$ cat config.mk
export PLATFORM = sky130hd
export DESIGN_NAME = psi_mgmt_regs
export DESIGN_NICKNAME = d
export VERILOG_FILES = /design/src/core/psi_sync.v /design/src/core/psi_status_latch.v /design/src/core/psi_mgmt_regs.v
export VERILOG_INCLUDE_DIRS = /design/src /design/src/include
export SDC_FILE = /design/constraint.sdc
export NUM_CORES = 1
export LEC_CHECK = 0
export ABC_AREA = 1
export BUFFER_PORTS_ARGS = -buffer_cell sky130_fd_sc_hd__buf_2
export CAP_MARGIN = 20
export CELL_PAD_IN_SITES_DETAIL_PLACEMENT = 1
export CELL_PAD_IN_SITES_GLOBAL_PLACEMENT = 2
export CORE_MARGIN = 4
export CORE_UTILIZATION = 34
export CTS_CLUSTER_DIAMETER = 150
export DETAILED_ROUTE_END_ITERATION = 12
export GPL_TIMING_DRIVEN = 0
export PLACE_DENSITY_LB_ADDON = 0.1
export SYNTH_ARGS = -nofsm -noshare
export SYNTH_HDL_FRONTEND = slang
export SYNTH_SLANG_ARGS = --single-unit
$ cat constraint.sdc
create_clock -name core_clk -period 1.7 [get_ports core_clk]
set_clock_uncertainty 0.1 [all_clocks]
set_input_delay 0.34 -clock core_clk [delete_from_list [all_inputs] [get_ports core_clk]]
set_output_delay 0.34 -clock core_clk [all_outputs]
set_load 0.05 [all_outputs]
$ cat src/include/psi_defines.vh
`ifndef PSI_DEFINES_VH
`define PSI_DEFINES_VH
// ------------------------------------------------------------
// register addresses on the management bus (5-bit reg field)
// ------------------------------------------------------------
`define PSI_ADDR_STATUS 5'h01
`define PSI_ADDR_ID_HIGH 5'h02
`define PSI_ADDR_ID_LOW 5'h03
`define PSI_PHY_ADDR 5'h01
// ------------------------------------------------------------
// status register bit positions
// ------------------------------------------------------------
`define PSI_BIT_EXT_CAP 0
`define PSI_BIT_JABBER 1
`define PSI_BIT_LINK 2
`define PSI_BIT_AN_ABLE 3
`define PSI_BIT_RFAULT 4
`define PSI_BIT_AN_DONE 5
`define PSI_BIT_PRE_SUPP 6
`define PSI_RSVD_HI 10
`define PSI_RSVD_LO 7
`define PSI_CAP_HI 15
`define PSI_CAP_LO 11
// upper capability bits are outside this block; neutral default
`define PSI_CAP_VALUE 5'h0f
// ------------------------------------------------------------
// identity fields (values arbitrary, not a real vendor)
// ------------------------------------------------------------
`define PSI_ORG_ID 22'h0abcde
`define PSI_MODEL 6'h15
`define PSI_REVISION 4'h3
// ------------------------------------------------------------
// management frame layout
// ------------------------------------------------------------
`define PSI_PREAMBLE_LEN 6'd32
`define PSI_OP_READ 2'b10
`define PSI_OP_WRITE 2'b01
`define PSI_HDR_BITS 5'd14
`define PSI_DATA_BITS 5'd16
`endif

$ cat src/core/psi_sync.v
// two-stage synchroniser for the pin-facing inputs
module psi_sync #(
   parameter WIDTH = 1
) (
   // clock and reset
   input wire core_clk,
   input wire rst_b,
   // data
   input wire [WIDTH-1:0] d_in,
   output reg [WIDTH-1:0] q_out
);
   reg [WIDTH-1:0] meta_reg;

   // first stage is read only by the second
   always @(posedge core_clk or negedge rst_b) begin
      if (!rst_b) begin
         meta_reg <= {WIDTH{1'b0}};
         q_out <= {WIDTH{1'b0}};
      end else begin
         meta_reg <= d_in;
         q_out <= meta_reg;
      end
   end
endmodule

$ cat src/core/psi_status_latch.v
`include "psi_defines.vh"
// sticky status bits: set-high flags and the latch-low link bit
module psi_status_latch (
   // clock and reset
   input wire core_clk,
   input wire rst_b,
   // conditions
   input wire remote_fault_far_end,
   input wire remote_fault_partner,
   input wire jabber_event,
   input wire speed_10,
   input wire link_up,
   // clear strobe from a status read
   input wire status_read,
   // latched values
   output reg rfault_reg,
   output reg jabber_reg,
   output reg link_reg
);
   wire rfault_set;
   assign rfault_set = remote_fault_far_end | remote_fault_partner;

   // set wins over the read clear, so an event at the read is not lost
   always @(posedge core_clk or negedge rst_b) begin
      if (!rst_b) begin
         rfault_reg <= 1'b0;
         jabber_reg <= 1'b0;
         link_reg <= 1'b0;
      end else begin
         if (rfault_set)
            rfault_reg <= 1'b1;
         else if (status_read)
            rfault_reg <= 1'b0;
         // jabber only counts while running at 10 Mb/s
         if (jabber_event && speed_10)
            jabber_reg <= 1'b1;
         else if (status_read)
            jabber_reg <= 1'b0;
         // link drop wins; a read reloads the present link state
         if (!link_up)
            link_reg <= 1'b0;
         else if (status_read)
            link_reg <= 1'b1;
      end
   end
endmodule

$ cat src/core/psi_mgmt_regs.v
`include "psi_defines.vh"
module psi_mgmt_regs #(
   parameter PHY_ADDR = `PSI_PHY_ADDR,
   parameter [21:0] ORG_ID = `PSI_ORG_ID,     // value arbitrary
   parameter [5:0] MODEL = `PSI_MODEL,        // value arbitrary
   parameter [3:0] REVISION = `PSI_REVISION   // bump per change
) (
   // clock and reset
   input wire core_clk,
   input wire rst_b,
   // serial management pins
   input wire mdc,
   input wire mdio_in,
   output reg mdio_out,
   output reg mdio_oe_b,
   // phy state inputs
   input wire an_complete,
   input wire remote_fault_far_end,
   input wire remote_fault_partner,
   input wire jabber_event,
   input wire speed_10,
   input wire link_up
);
   // ------------------------------------------------------------
   // states and locals
   // ------------------------------------------------------------
   localparam ST_PRE = 3'd0;
   localparam ST_IDLE = 3'd1;
   localparam ST_HDR = 3'd2;
   localparam ST_TA = 3'd3;
   localparam ST_RDATA = 3'd4;
   localparam ST_WDATA = 3'd5;
   localparam ST_DONE = 3'd6;

   wire mdc_s;
   wire mdio_s;
   wire an_s;
   wire rf_far_s;
   wire rf_lp_s;
   wire jab_s;
   wire spd_s;
   wire link_s;
   wire rfault_q;
   wire jabber_q;
   wire link_q;

   reg mdc_d_reg;
   reg [2:0] state_reg;
   reg [5:0] pre_cnt_reg;
   reg pre_ok_reg;
   reg [4:0] bit_cnt_reg;
   reg [13:0] hdr_reg;
   reg [15:0] shift_reg;
   reg status_read_reg;
   reg ta_bad_reg;
   reg [15:0] rdata;

   // ------------------------------------------------------------
   // input synchronisers
   // ------------------------------------------------------------
   // all pin-side signals pass two flops before any logic sees them
   psi_sync #(.WIDTH(8)) u_sync (
      .core_clk(core_clk),
      .rst_b(rst_b),
      .d_in({mdc, mdio_in, an_complete, remote_fault_far_end,
             remote_fault_partner, jabber_event, speed_10, link_up}),
      .q_out({mdc_s, mdio_s, an_s, rf_far_s, rf_lp_s, jab_s, spd_s,
              link_s})
   );

   psi_status_latch u_latch (
      .core_clk(core_clk),
      .rst_b(rst_b),
      .remote_fault_far_end(rf_far_s),
      .remote_fault_partner(rf_lp_s),
      .jabber_event(jab_s),
      .speed_10(spd_s),
      .link_up(link_s),
      .status_read(status_read_reg),
      .rfault_reg(rfault_q),
      .jabber_reg(jabber_q),
      .link_reg(link_q)
   );

   // ------------------------------------------------------------
   // read data mux
   // ------------------------------------------------------------
   wire mdc_rise = mdc_s & ~mdc_d_reg;
   wire mdc_fall = ~mdc_s & mdc_d_reg;
   wire [4:0] reg_addr = hdr_reg[4:0];
   wire [1:0] opcode = hdr_reg[11:10];
   wire addr_hit = (hdr_reg[9:5] == PHY_ADDR[4:0]);

   // identity words: org id bits 21..6 fill the high word, bits 5..0 lead the low word
   always @* begin
      rdata = 16'h0000;
      case (reg_addr)
         `PSI_ADDR_STATUS: begin
            rdata[`PSI_CAP_HI:`PSI_CAP_LO] = `PSI_CAP_VALUE;
            rdata[`PSI_RSVD_HI:`PSI_RSVD_LO] = 4'h0;
            rdata[`PSI_BIT_PRE_SUPP] = 1'b1;
            rdata[`PSI_BIT_AN_DONE] = an_s;
            rdata[`PSI_BIT_RFAULT] = rfault_q;
            rdata[`PSI_BIT_AN_ABLE] = 1'b1;
            rdata[`PSI_BIT_LINK] = link_q;
            rdata[`PSI_BIT_JABBER] = jabber_q;
            rdata[`PSI_BIT_EXT_CAP] = 1'b1;
         end
         `PSI_ADDR_ID_HIGH: rdata = ORG_ID[21:6];
         `PSI_ADDR_ID_LOW: rdata = {ORG_ID[5:0], MODEL, REVISION};
         default: rdata = 16'h0000;
      endcase
   end

   // ------------------------------------------------------------
   // management frame engine
   // ------------------------------------------------------------
   // bits are sampled on mdc rise; read data changes on mdc fall.
   // frames without preamble are taken once one full preamble has
   // been seen; a bad opcode or turnaround demands a new one.
   always @(posedge core_clk or negedge rst_b) begin
      if (!rst_b) begin
         mdc_d_reg <= 1'b0;
         state_reg <= ST_PRE;
         pre_cnt_reg <= 6'd0;
         pre_ok_reg <= 1'b0;
         bit_cnt_reg <= 5'd0;
         hdr_reg <= 14'h0000;
         shift_reg <= 16'h0000;
         status_read_reg <= 1'b0;
         ta_bad_reg <= 1'b0;
         mdio_out <= 1'b1;
         mdio_oe_b <= 1'b1;
      end else begin
         mdc_d_reg <= mdc_s;
         status_read_reg <= 1'b0;
         case (state_reg)
            ST_PRE: begin
               // count ones; a zero after 32 ones is the start bit.
               // once a preamble was seen, idle ones are skipped and
               // any zero starts a frame, so idle highs never fake one
               if (mdc_rise) begin
                  if (mdio_s) begin
                     if (pre_cnt_reg != `PSI_PREAMBLE_LEN)
                        pre_cnt_reg <= pre_cnt_reg + 6'd1;
                  end else if (pre_ok_reg ||
                     pre_cnt_reg == `PSI_PREAMBLE_LEN) begin
                     pre_ok_reg <= 1'b1;
                     state_reg <= ST_IDLE;
                     bit_cnt_reg <= 5'd0;
                  end else begin
                     pre_cnt_reg <= 6'd0;
                  end
               end
            end
            ST_IDLE: begin
               // second start bit (1) begins the header
               if (mdc_rise && mdio_s) begin
                  state_reg <= ST_HDR;
                  bit_cnt_reg <= 5'd0;
               end
            end
            ST_HDR: begin
               if (mdc_rise) begin
                  hdr_reg <= {hdr_reg[12:0], mdio_s};
                  bit_cnt_reg <= bit_cnt_reg + 5'd1;
                  if (bit_cnt_reg == `PSI_HDR_BITS - 5'd3) begin
                     state_reg <= ST_TA;
                     bit_cnt_reg <= 5'd0;
                  end
               end
            end
            ST_TA: begin
               // header now holds op(2) phy(5) reg(5) and fits 12 bits
               if (opcode != `PSI_OP_READ && opcode != `PSI_OP_WRITE) begin
                  pre_ok_reg <= 1'b0;
                  pre_cnt_reg <= 6'd0;
                  state_reg <= ST_PRE;
               end else if (opcode == `PSI_OP_READ) begin
                  if (addr_hit && mdc_fall) begin
                     // release on first ta bit, drive zero on second
                     if (bit_cnt_reg == 5'd1) begin
                        mdio_oe_b <= 1'b0;
                        mdio_out <= 1'b0;
                        shift_reg <= rdata;
                        // only a status read clears the latches
                        status_read_reg <= (reg_addr == `PSI_ADDR_STATUS);
                        state_reg <= ST_RDATA;
                        bit_cnt_reg <= 5'd0;
                     end else begin
                        bit_cnt_reg <= bit_cnt_reg + 5'd1;
                     end
                  end else if (!addr_hit && mdc_rise) begin
                     bit_cnt_reg <= bit_cnt_reg + 5'd1;
                     if (bit_cnt_reg == 5'd1) begin
                        state_reg <= ST_RDATA;
                        bit_cnt_reg <= 5'd0;
                     end
                  end
               end else if (mdc_rise) begin
                  // write turnaround must be 1 then 0
                  if (bit_cnt_reg == 5'd0)
                     ta_bad_reg <= ~mdio_s;
                  bit_cnt_reg <= bit_cnt_reg + 5'd1;
                  if (bit_cnt_reg == 5'd1) begin
                     if (ta_bad_reg || mdio_s) begin
                        pre_ok_reg <= 1'b0;
                        pre_cnt_reg <= 6'd0;
                        state_reg <= ST_PRE;
                     end else begin
                        state_reg <= ST_WDATA;
                     end
                     bit_cnt_reg <= 5'd0;
                  end
               end
            end
            ST_RDATA: begin
               // shift out msb first; foreign frames are just timed
               if (addr_hit && mdc_fall) begin
                  mdio_out <= shift_reg[15];
                  shift_reg <= {shift_reg[14:0], 1'b0};
                  bit_cnt_reg <= bit_cnt_reg + 5'd1;
                  if (bit_cnt_reg == `PSI_DATA_BITS) begin
                     mdio_oe_b <= 1'b1;
                     mdio_out <= 1'b1;
                     state_reg <= ST_DONE;
                  end
               end else if (!addr_hit && mdc_rise) begin
                  bit_cnt_reg <= bit_cnt_reg + 5'd1;
                  if (bit_cnt_reg == `PSI_DATA_BITS - 5'd1)
                     state_reg <= ST_DONE;
               end
            end
            ST_WDATA: begin
               // write data is consumed and dropped: all read-only
               if (mdc_rise) begin
                  bit_cnt_reg <= bit_cnt_reg + 5'd1;
                  if (bit_cnt_reg == `PSI_DATA_BITS - 5'd1)
                     state_reg <= ST_DONE;
               end
            end
            ST_DONE: begin
               // back to ST_PRE at once to wait for the next start zero; a one there is idle
               state_reg <= ST_PRE;
               bit_cnt_reg <= 5'd0;
            end
            default: begin
               state_reg <= ST_PRE;
            end
         endcase
      end
   end
endmodule

==> impl_metrics.py, run 1 <==
metrics = {
    "outcome": {
        "status": "finished, violations left",
        "failed_checks": "negative setup slack",
    },
    "power": {
        "post-layout-total-power_uw": 3188,
        "power.static_leakage_uw": 0.002245,
        "power.density_cell_area_nw_per_um2": 653.7,
        "peakVddDrop_uv": 407.5,
    },
    "timing": {
        "finalSetupTns_ns": -0.7390,
        "report.final.setup_viol": 25,
        "timing.final.crit_share": 1.043,
        "grt_setup_unrepaired": "true",
        "timing.final.max_slew_violations": 0,
        "max_slew_margin": 0.7157,
        "timing.final.hold_violations": 0,
        "clock.fmax_mhz": 563.8,
        "finalCriticalPeriod_ns": 1.774,
        "post-route-worst-setup-slack_ns": -0.07384,
        "max_slew.worst_pin.slew_ns": 0.4265,
    },
    "die": {
        "core_region_area_sq_um": 9864,
        "floorplan.die_area_sq_um": 11940,
        "floorplan.io_pins": 12,
        "rows": 36,
        "floorplan.die.width_um": 109.3,
        "die_y_extent_um": 109.3,
        "start_util": 0.3535,
    },
    "logic_synthesis": {
        "netlist-cell-type-count": 43,
        "ff_latch_count_synth": 67,
        "netlist_instances": 419,
        "ys_top_cells_by_area": "dfrtp_1, nand2_1, inv_1, nor2_1, nand3_1",
        "post_synth_xor_area_fraction": 0.01005,
        "synth-seq-area-share": 0.4815,
        "synth_largest_area_cell": "dfrtp_1",
        "post_synthesis_instance_area_sq_um": 3487,
        "edff_count_synth": 0,
        "ys_dominant_reg_cell": "dfrtp_1",
        "async_reset_ff_frac": 1.000,
        "synth_top_family_by_area": "simple AND/OR/NAND/NOR gates",
        "synth_simple_gate_area_share": 0.2748,
        "synth_adder_area_share": 0.03229,
        "yosys_warnings": 0,
        "syn_nets": 438,
        "synth_compound_gate_area_share": 0.1137,
        "syn_area_per_cell_sq_um": 8.322,
        "synth.area.mux_share": 0.006459,
        "yosys.area.top_type_share": 0.4665,
    },
    "global_routing": {
        "grt_util_all_layers": 0.1785,
        "vias_in_the_first_global_route": 3185,
        "largest_net_degree_at_the_start_of_global_routing": 39,
        "wire_length_of_the_first_global_routing_pass_um": 16220,
        "globalRouteOverflowTotal": 0,
        "grt_antenna_before_repair": 0,
    },
    "finish": {
        "filler_cell_count": 1144,
        "nNetsFinal": 517,
        "fraction_of_layout_cells_with_a_size_suffix_above_1": 0.4076,
        "ff_latch_area_sq_um": 1685,
        "layout-area-overhead-vs-synth_pct": 39.83,
        "num_antenna_cells": 0,
        "multi_input_comb_area_sq_um": 1924,
        "layout.core_utilization": 0.4943,
        "largest_register_ff_count": 16,
    },
    "run": {
        "cap_viol_max_count": 0,
    },
    "route": {
        "drc_violations_left": 0,
        "detail_route.wl_per_cell_um": 15.20,
        "first_iter_violations": 89,
        "wl_um": 9666,
        "dr_total_vias": 3002,
        "vias_per_cell": 4.720,
        "postRouteAntennaNets": 0,
        "drt_first_pass_iters": 4,
    },
    "clocking": {
        "cts_buffers": 9,
        "clk_pin_slew_ns": 0.08,
        "clock_tree_sinks": 67,
        "clk-insertion-delay-late_ns": 0.36,
        "htreeDepth": 3,
        "cts_tree": "done",
        "cts-root-buf": "clkbuf_8",
        "max_clock_buf_depth": 2,
    },
    "placed_design": {
        "place.detailed.hpwl_um": 6235,
        "finalWeightedCongestion": 0.8100,
        "port_buffers": 11,
    },
    "setup_path": {
        "timing.critical_path.required_ns": 1.86,
        "worst-path-max-fanout": 8,
        "endpoint_kind": "flip-flop",
        "setup.worst_path.start_class": "flip-flop",
        "crit_buf_inv": 2,
        "cpMostUsedCell": "nand2_4",
        "crit_slowest_cell": "dfrtp_1",
        "critical_path_arrival_ns": 1.93,
        "worst_setup_path_class": "reg2reg",
        "critical_path.max_stage_delay_ns": 0.42,
        "worst_path_dominant_cell_family": "simple AND/OR/NAND/NOR gates",
        "worstPathCellList": "inv_2 -> ha_4 -> nand2_4 -> nand2_4 -> nor2_4 -> nand3_4 -> buf_12 -> nor2_2 -> nor2_1",
    },
    "worst_hold_path": {
        "hold_path_class": "reg2reg",
    },
}
[worst register-to-register path: stages, from the launching register on]
cell and delay (ns):
dfrtp_1 0.42, inv_2 0.13, ha_4 0.24, nand2_4 0.09, nand2_4 0.05, nor2_4 0.11
nand3_4 0.19, buf_12 0.21, nor2_2 0.10, nor2_1 0.04
[cells by family (layout without fill, tap and decap cells)]
logic type / after synthesis / count (layout)
multiplexers: 2 / 2
AO/OA/AOI/OAI: 66 / 66
buffers and inverters: 64 / 148
AND/OR/NAND/NOR: 207 / 207
adder cells (fa/ha/maj): 9 / 9
flip-flops: 67 / 67
XOR/XNOR: 4 / 4
[final cells by class]
| cell class | count | area share |
|---|---|---|
| sequential | 67 | 0.3457 |
| clock buffer | 11 | 0.03105 |
| timing repair buffer | 68 | 0.1247 |
| multi-input combinational | 288 | 0.3947 |
| inverter | 57 | 0.04542 |
| clock inverter | 5 | 0.007185 |
| buffer | 7 | 0.01719 |
| tap | 133 | 0.03413 |
[path summary, 6_finish.rpt]
path / from / to / slack (ns) / cells after the start
min in group asynchronous: rst_b / bit_cnt_reg[3]$_DFFE_PN0P_ / 0.35 / 2
max: hdr_reg[10]$_DFFE_PN0P_ / shift_reg[5]$_DFFE_PN0P_ / -0.07 / 9
max in group asynchronous: rst_b / hdr_reg[11]$_DFFE_PN0P_ / 0.57 / 3
min: u_sync.meta_reg[6]$_DFF_PN0_ / u_sync.q_out[6]$_DFF_PN0_ / 0.25 / 0
max reg2reg: hdr_reg[10]$_DFFE_PN0P_ / shift_reg[5]$_DFFE_PN0P_ / -0.07 / 9
min reg2reg: u_sync.meta_reg[6]$_DFF_PN0_ / u_sync.q_out[6]$_DFF_PN0_ / 0.25 / 0
[per-layer routing]
layer | global-route usage | wire [um] | share of wire
met5 | 0 | 0 | 0
met4 | 0.05343 | 111 | 0.011
met3 | 0.03552 | 215 | 0.022
met2 | 0.2939 | 4748 | 0.49
met1 | 0.2377 | 4590 | 0.47
[power by group]
group / switching (uW) / total, uW / internal [uW]
Clock: 678 / 1290 / 612
Combinational: 125 / 252 / 127
Sequential: 21.6 / 1650 / 1620
[synthesized netlist by cell type (2+ instances only)]
| cell type | instances |
|---|---|
| a21oi_1 | 9 |
| a31oi_1 | 5 |
| buf_12 | 2 |
| buf_2 | 2 |
| clkbuf_1 | 2 |
| dfrtp_1 | 65 |
| dfstp_2 | 2 |
| ha_1 | 9 |
| inv_1 | 51 |
| inv_2 | 5 |
| mux2_2 | 2 |
| nand2_1 | 106 |
| nand2_2 | 13 |
| nand3_1 | 26 |
| nand3_2 | 3 |
| nand4_1 | 2 |
| nor2_1 | 39 |
| nor2_2 | 6 |
| nor2_4 | 3 |
| o21a_1 | 4 |
| o21ai_0 | 21 |
| o21ai_1 | 12 |
| o21ai_2 | 7 |
| or2_2 | 2 |
| xnor2_1 | 2 |
| xor2_1 | 2 |
[repair_timing]
item,CTS,global route
gates cloned,2,0
setup buffers,37,10
endpoints found under the hold margin,35,0
setup endpoints to repair,45,43
gates resized for setup,76,58
hold buffers,9,0
pin swaps,22,22
[per-stage QoR]
step / area, sq um / hold WS, ns / cells / setup slack [ns]
2_1_floorplan: 3487 / -0.05559 / 419 / 0.02160
4_1_cts: 4623 / 0.2535 / 627 / -0.05634
3_5_place_dp: 3731 / 0.2118 / 564 / -0.2752
3_3_place_gp: 3709 / 0.2333 / 563 / -0.2624
5_1_grt: 4876 / 0.2573 / 636 / -0.1791
6_report: 4876 / 0.2513 / 636 / -0.07384
[cell usage in the layout (no fill, tap or decap), drive strengths merged, types with 2 or more instances in the layout]
master,count
o21a,4
nand2,120
nand4,3
nor3,2
inv,57
nor2,48
o21ai,40
dfstp,2
a21oi,10
dfrtp,65
xnor2,2
buf,66
ha,9
mux2,2
or2,2
xor2,2
clkbuf,11
a31oi,5
clkinv,4
dlygate4sd3,9
nand3,30
No activity file was read; power rests on OpenSTA's default activity.
==> run 2, diff against run 1 <==
--- a/config.mk
+++ b/config.mk
@@ -12,7 +12,7 @@
 export CELL_PAD_IN_SITES_DETAIL_PLACEMENT = 1
 export CELL_PAD_IN_SITES_GLOBAL_PLACEMENT = 2
 export CORE_MARGIN = 4
-export CORE_UTILIZATION = 34
+export CORE_UTILIZATION = 41
 export CTS_CLUSTER_DIAMETER = 150
 export DETAILED_ROUTE_END_ITERATION = 12
 export GPL_TIMING_DRIVEN = 0
==> constraint.sdc (replaced) <==
create_clock -name core_clk -period 2.19 [get_ports core_clk]
set_clock_uncertainty 0.1 [all_clocks]
set_input_delay 0.438 -clock core_clk [delete_from_list [all_inputs] [get_ports core_clk]]
set_output_delay 0.438 -clock core_clk [all_outputs]
set_load 0.05 [all_outputs]
==> run 2 against run 1 <==
The flow now finishes without violations. Final cell count decreased by 13%. Maximum frequency shrank 8.3%. Sequential power decreased by 22%. Register-to-register slack better by 0.33 ns. Sequential share of layout area increased by 8.8 points. Critical path depth shrank 1. Clock power fell by 20%. Core utilization shrank 2.5 points. Total power fell by 25%. Sequential cell count unchanged. Largest power group unchanged.
==> impl_metrics.py, run 2 (synthesis gave the netlist of run 1 again) <==
metrics = {
    "outcome": {
        "status": "completed",
    },
    "power": {
        "power.density_cell_area_nw_per_um2": 620.3,
        "clock_power_share": 0.430,
        "comb_power_share": 0.038,
        "internal-power_uw": 1822,
        "power.switching_fraction": 0.2417,
        "power.static_leakage_uw": 0.001895,
        "peakVddDrop_uv": 335.4,
        "power.share.sequential": 0.531,
        "p_switching_uw": 580.8,
    },
    "route": {
        "first_iter_violations": 87,
        "dr_total_vias": 2681,
        "drc_violations_left": 0,
        "wl_um": 8028,
        "vias_per_cell": 4.866,
        "detail_route.wl_per_cell_um": 14.57,
        "drt_first_pass_iters": 4,
        "postRouteAntennaNets": 0,
    },
    "timing": {
        "max_slew_margin": 0.4384,
        "post-route-worst-setup-slack_ns": 0.2561,
        "clock.fmax_mhz": 517.1,
        "grt_setup_unrepaired": "false",
        "finalCriticalPeriod_ns": 1.934,
        "tightest_hold_margin_ns": 0.09448,
        "timing.final.crit_share": 0.8831,
        "finalSetupTns_ns": 0,
        "max_slew.worst_pin.slew_ns": 0.8425,
        "report.final.setup_viol": 0,
        "timing.final.max_slew_violations": 0,
        "timing.final.hold_violations": 0,
    },
    "placed_design": {
        "finalWeightedCongestion": 0.8420,
        "placement.cell_area_sq_um": 3676,
        "port_buffers": 11,
        "place.detailed.hpwl_um": 5863,
        "dp_slack_ns": 0.2378,
    },
    "global_routing": {
        "globalRouteOverflowTotal": 0,
        "largest_net_degree_at_the_start_of_global_routing": 68,
        "grtUsageMet3": 0.03683,
        "grt_util_all_layers": 0.1782,
        "use_met2": 0.2890,
        "grt_antenna_before_repair": 0,
        "global_route.peak_usage_layer": "met2",
        "wire_length_of_the_first_global_routing_pass_um": 14210,
        "vias_in_the_first_global_route": 2881,
        "groute.layer.met1.usage": 0.2449,
    },
    "finish": {
        "multi_input_comb_area_sq_um": 1525,
        "mostFrequentLayoutCell": "nand2_1",
        "nNetsFinal": 460,
        "fraction_of_layout_cells_with_a_size_suffix_above_1": 0.1794,
        "design_area_sq_um": 3874,
        "filler_cell_count": 1004,
        "layout-area-overhead-vs-synth_pct": 11.09,
        "ff_latch_area_sq_um": 1679,
        "largest_register_ff_count": 16,
        "layout.cells.most_common_list": "nand2_1, dfrtp_1, inv_1",
        "num_antenna_cells": 0,
        "layout.core_utilization": 0.4691,
    },
    "setup_path": {
        "endpoint_kind": "flip-flop",
        "r2r-end": "shift_reg[11]$_DFFE_PN0P_",
        "r2r_slack_ns": 0.26,
        "worstRegToRegCells": 8,
        "timing.critical_path.required_ns": 2.32,
        "worst-path-max-fanout": 9,
        "critPathLaunch": "bit_cnt_reg[1]$_DFFE_PN0P_",
        "critical_path_arrival_ns": 2.06,
        "setup.worst_path.start_class": "flip-flop",
        "worst_setup_path_class": "reg2reg",
        "startpoint_of_the_worst_register_to_register_path": "bit_cnt_reg[1]$_DFFE_PN0P_",
    },
    "die": {
        "floorplan.io_pins": 12,
        "floorplan.die_area_sq_um": 10050,
        "start_util": 0.4223,
        "core_region_area_sq_um": 8258,
        "floorplan.die.width_um": 100.2,
        "die_y_extent_um": 100.2,
        "rows": 33,
    },
    "worst_hold_path": {
        "hold_startpoint": "remote_fault_partner",
        "hold_path_class": "in2reg",
        "worst_hold_path.num_cells": 1,
        "end_of_the_worst_hold_path": "u_sync.meta_reg[3]$_DFF_PN0_",
    },
    "clocking": {
        "clk_pin_slew_ns": 0.08,
        "postCtsSetupRepairBufs": 0,
        "max_clock_buf_depth": 2,
        "cts_tree": "done",
        "clock_tree_sinks": 67,
        "postcts_resize_cnt": 0,
        "clk-insertion-delay-late_ns": 0.34,
        "cts-root-buf": "clkbuf_8",
        "htreeDepth": 3,
        "cts_hold_buffers": 0,
        "cts_buffers": 9,
    },
    "run": {
        "cap_viol_max_count": 0,
    },
}
==> run 2: cell count changes in the layout (fill, tap and decap cells not counted), sizes merged <==
cell / previous run / this run
bufinv: 0 / 1
dlygate4sd3: 9 / 0
buf: 66 / 16
inv: 57 / 58
==> run 2: metal layers <==
layer  share of wire  wire (um)  vias up
met1            0.49       3973     1277
met2            0.47       3798       22
met4          0.0090         72        0
met3           0.023        183        5
met5               0          0        -
li1                -          -     1377
==> run 2: through the flow <==
stage	power, uW	cells
4_1_cts	2455	551
5_1_grt	2530	551
2_1_floorplan	1348	419
3_3_place_gp	1394	535
6_report	2403	551
3_5_place_dp	1398	535
==> run 2: power groups by stage <==
stage / clock (uW) / combinational, uW / sequential, uW
CTS: 1080 / 97.6 / 1280
global placement: 0 / 93.6 / 1300
global route: 1140 / 109 / 1280
detailed placement: 0 / 96.9 / 1300
floorplan: 0 / 51.6 / 1300
finish: 1030 / 92.2 / 1280
==> run 2: worst max-delay path by stage <==
| stage | end | slack, ns |
|---|---|---|
| floorplan | shift_reg[0]$_DFFE_PN0P_ | 0.51 |
| global placement | u_sync.q_out[3]$_DFF_PN0_ | 0.22 |
| detailed placement | bit_cnt_reg[1]$_DFFE_PN0P_ | 0.24 |
| CTS | bit_cnt_reg[2]$_DFFE_PN0P_ | 0.21 |
| global route | bit_cnt_reg[1]$_DFFE_PN0P_ | 0.02 |
| finish | shift_reg[11]$_DFFE_PN0P_ | 0.26 |
==> run 2: layout make-up <==
| class | count | area share |
|---|---|---|
| flip-flops and latches | 67 | 0.4335 |
| multi-input cells | 288 | 0.3937 |
| clock inverters | 7 | 0.01906 |
| repair buffers | 11 | 0.01486 |
| well taps | 105 | 0.03391 |
| plain buffers | 7 | 0.01776 |
| clock buffers | 9 | 0.03198 |
| inverters | 57 | 0.05523 |
==> run 2: worst max-delay path, cell delays in order, from the launching register on <==
cell,delay [ns]
dfrtp_1,0.43
inv_1,0.10
ha_1,0.15
nand3_1,0.22
nand2_4,0.22
a21boi_0,0.24
nand3_2,0.20
nand2_1,0.10
o21ai_1,0.06
==> run 3, diff against run 2 <==
--- a/config.mk
+++ b/config.mk
@@ -6,15 +6,14 @@
 export SDC_FILE = /design/constraint.sdc
 export NUM_CORES = 1
 export LEC_CHECK = 0
-export ABC_AREA = 1
-export BUFFER_PORTS_ARGS = -buffer_cell sky130_fd_sc_hd__buf_2
 export CAP_MARGIN = 20
 export CELL_PAD_IN_SITES_DETAIL_PLACEMENT = 1
 export CELL_PAD_IN_SITES_GLOBAL_PLACEMENT = 2
 export CORE_MARGIN = 4
-export CORE_UTILIZATION = 41
+export CORE_UTILIZATION = 45
 export CTS_CLUSTER_DIAMETER = 150
 export DETAILED_ROUTE_END_ITERATION = 12
+export DONT_BUFFER_PORTS = 1
 export GPL_TIMING_DRIVEN = 0
 export PLACE_DENSITY_LB_ADDON = 0.1
 export SYNTH_ARGS = -nofsm -noshare
==> run 3 against run 2 <==
The run now ends with negative setup slack left. Sequential share of layout area decreased by 3.3 points. First-iteration DRC count decreased by 36%. Setup slack got worse by 0.70 ns. Clock power increased by 17%. Clock-buffer cell count unchanged. Worst hold slack improved by 0.16 ns. Critical path depth decreased by 2. Combinational power increased by 9.5%. Core utilization increased by 15 points. Critical endpoint is now state_reg[1]$_DFFE_PN0P_. Largest cell class is now multi-input gates.
==> impl_metrics.py, run 3 <==
metrics = {
    "worst_hold_path": {
        "hold_path_class": "reg2reg",
    },
    "route": {
        "vias_per_cell": 5.564,
        "postRouteAntennaNets": 0,
        "detail_route.wl_per_cell_um": 17.98,
        "wl_um": 8036,
        "dr_total_vias": 2487,
        "drt_first_pass_iters": 4,
        "drc_violations_left": 0,
        "first_iter_violations": 56,
    },
    "setup_path": {
        "worst_path_dominant_cell_family": "simple AND/OR/NAND/NOR gates",
        "worst_setup_path_class": "reg2reg",
        "setup.worst_path.start_class": "flip-flop",
        "crit_slowest_cell": "or4b_4",
        "critical_path.max_stage_delay_ns": 0.55,
        "worstRegToRegCells": 6,
        "endpoint_kind": "flip-flop",
        "worstPathCellList": "or4b_4 -> or4_4 -> a2bb2oi_2 -> and3_4 -> or3_4 -> a221o_1",
        "r2r-end": "state_reg[1]$_DFFE_PN0P_",
        "r2r_slack_ns": -0.45,
        "critical_path_arrival_ns": 2.77,
        "critPathLaunch": "hdr_reg[8]$_DFFE_PN0P_",
        "worst_setup_path_endpoint": "state_reg[1]$_DFFE_PN0P_",
        "timing.critical_path.required_ns": 2.33,
        "timing.critical_path.depth": 6,
        "crit_buf_inv": 0,
        "startpoint_of_the_worst_register_to_register_path": "hdr_reg[8]$_DFFE_PN0P_",
        "worst-path-max-fanout": 3,
    },
    "finish": {
        "layout-area-overhead-vs-synth_pct": 33.45,
        "num_antenna_cells": 0,
        "mostFrequentLayoutCell": "dfrtp_1",
        "layout.cells.most_common_list": "dfrtp_1, nor2_1, nand2_1",
        "largest_register_ff_count": 16,
        "fraction_of_layout_cells_with_a_size_suffix_above_1": 0.3504,
        "nNetsFinal": 365,
    },
    "global_routing": {
        "grt_util_all_layers": 0.1988,
        "vias_in_the_first_global_route": 2641,
        "wire_length_of_the_first_global_routing_pass_um": 13140,
        "grt_antenna_before_repair": 0,
        "globalRouteOverflowTotal": 0,
        "largest_net_degree_at_the_start_of_global_routing": 68,
    },
    "placed_design": {
        "place.detailed.hpwl_um": 4849,
        "port_buffers": 0,
        "finalWeightedCongestion": 0.8375,
    },
    "outcome": {
        "failed_checks": "negative setup slack",
        "status": "finished, violations left",
    },
    "timing": {
        "grt_setup_unrepaired": "true",
        "tightest_hold_margin_ns": 0.2524,
        "clock.fmax_mhz": 379.0,
        "timing.final.crit_share": 1.205,
        "post-route-worst-setup-slack_ns": -0.4485,
        "max_slew.worst_pin.slew_ns": 0.5477,
        "finalCriticalPeriod_ns": 2.639,
        "timing.final.max_slew_violations": 0,
        "report.final.setup_viol": 28,
        "max_slew_margin": 0.6348,
        "timing.final.hold_violations": 0,
    },
    "die": {
        "floorplan.die.width_um": 91.61,
        "floorplan.io_pins": 12,
        "rows": 30,
        "core_region_area_sq_um": 6794,
        "start_util": 0.4630,
        "die_y_extent_um": 91.61,
        "floorplan.die_area_sq_um": 8391,
    },
    "logic_synthesis": {
        "ff_latch_count_synth": 67,
        "syn_nets": 321,
        "synth-seq-area-share": 0.5338,
        "synth_largest_area_cell": "dfrtp_1",
        "netlist-cell-type-count": 56,
        "ys_top_cells_by_area": "dfrtp_1, o21ai_0, mux2_2, nor2_1, ha_1",
        "yosys_warnings": 0,
        "netlist_instances": 302,
        "edff_count_synth": 0,
        "syn_area_per_cell_sq_um": 10.42,
        "yosys.area.top_type_share": 0.5171,
        "synth_common_cells": "dfrtp_1, o21ai_0, nor2_1",
        "async_reset_ff_frac": 1.000,
        "ys_dominant_reg_cell": "dfrtp_1",
        "yosysMostFrequentCell": "dfrtp_1",
        "post_synthesis_instance_area_sq_um": 3146,
    },
    "power": {
        "power.density_cell_area_nw_per_um2": 613.7,
        "p_switching_uw": 613.7,
        "power.switching_fraction": 0.2382,
        "power.share.sequential": 0.496,
        "internal-power_uw": 1963,
        "power.static_leakage_uw": 0.001873,
        "peakVddDrop_uv": 463.2,
        "clock_power_share": 0.465,
        "comb_power_share": 0.039,
        "post-layout-total-power_uw": 2576,
    },
    "clocking": {
        "clk_pin_slew_ns": 0.08,
        "htreeDepth": 3,
        "clock_tree_sinks": 67,
        "cts_tree": "done",
        "cts_buffers": 9,
        "cts-root-buf": "clkbuf_8",
        "max_clock_buf_depth": 2,
        "clk-insertion-delay-late_ns": 0.35,
    },
    "run": {
        "cap_viol_max_count": 0,
    },
}
## run 3: changes by cell type after synthesis, sizes merged, moves of 5 or more
cell,before,now
inv,56,15
nand3,30,7
nand2,120,23
clkbuf,2,10
nor2b,0,5
a21o,1,6
and3,0,6
nand2b,0,6
o21ai,40,34
a221oi,0,9
nor2,48,31
mux2,2,11
## run 3: per-stage QoR
step           worst slack (ns)    util  std cells  area, sq um  TNS [ns]
2_1_floorplan           -0.4343       -        302         3191    -1.405
3_5_place_dp            -0.6188  0.4884        399         3318    -8.908
6_report                -0.4485  0.6179        447         4198    -5.998
4_1_cts                 -0.5330  0.5733        432         3895    -8.328
5_1_grt                 -0.4939  0.6179        447         4198    -7.948
3_3_place_gp            -0.6055  0.4873        398         3311    -12.00
## run 3: routing by layer
metal / vias to the layer above / share of wire / global-route usage
li1: 1174 / - / -
met1: 1275 / 0.45 / 0.2660
met2: 27 / 0.51 / 0.3214
met3: 11 / 0.030 / 0.04308
met4: 0 / 0.014 / 0.06281
met5: - / 0 / 0
## run 3: power by group through the flow
stage	Combinational, uW	Clock [uW]	Sequential, uW
floorplan	35.6	0	1300
global placement	44.5	0	1300
detailed placement	45.3	0	1300
CTS	83.3	1230	1280
global route	119	1290	1280
finish	101	1200	1280
## run 3: cell families after synthesis
family          after synthesis  share of synthesized area
compound gates               80                     0.1683
buf+inv                      27                    0.03580
flops                        67                     0.5338
mux                          13                    0.04574
simple gates                106                     0.1806
fa+ha+maj                     9                    0.03580
## run 3: final cells by class
class,count,area (sq um)
fill,728,2596
buffer,11,80.08
tap,96,120.1
inverter,15,56.30
sequential,67,1679
multi-input combinational,208,1687
clock buffer,9,123.9
timing repair buffer,34,346.6
clock inverter,7,105.1
## run 3: what timing repair did
action | in CTS | in global routing
gates resized for setup | 53 | 50
endpoints found under the hold margin | 67 | 8
gates cloned | 3 | 0
hold buffers | 2 | 8
pin swaps | 11 | 15
setup buffers | 12 | 9
setup endpoints to repair | 38 | 39
## run 3: worst min path at each step
stage                                      start                      endpoint  slack, ns  cells after the start
finish              u_sync.meta_reg[2]$_DFF_PN0_     u_sync.q_out[2]$_DFF_PN0_       0.25                      0
global route        u_sync.meta_reg[7]$_DFF_PN0_     u_sync.q_out[7]$_DFF_PN0_       0.27                      0
CTS                                      mdio_in  u_sync.meta_reg[6]$_DFF_PN0_      0.001                      0
detailed placement                         rst_b    pre_cnt_reg[2]$_DFFE_PN0P_       0.04                      0
global placement                           rst_b    pre_cnt_reg[2]$_DFFE_PN0P_       0.04                      0
floorplan                                  rst_b    bit_cnt_reg[0]$_DFFE_PN0P_       0.04                      0
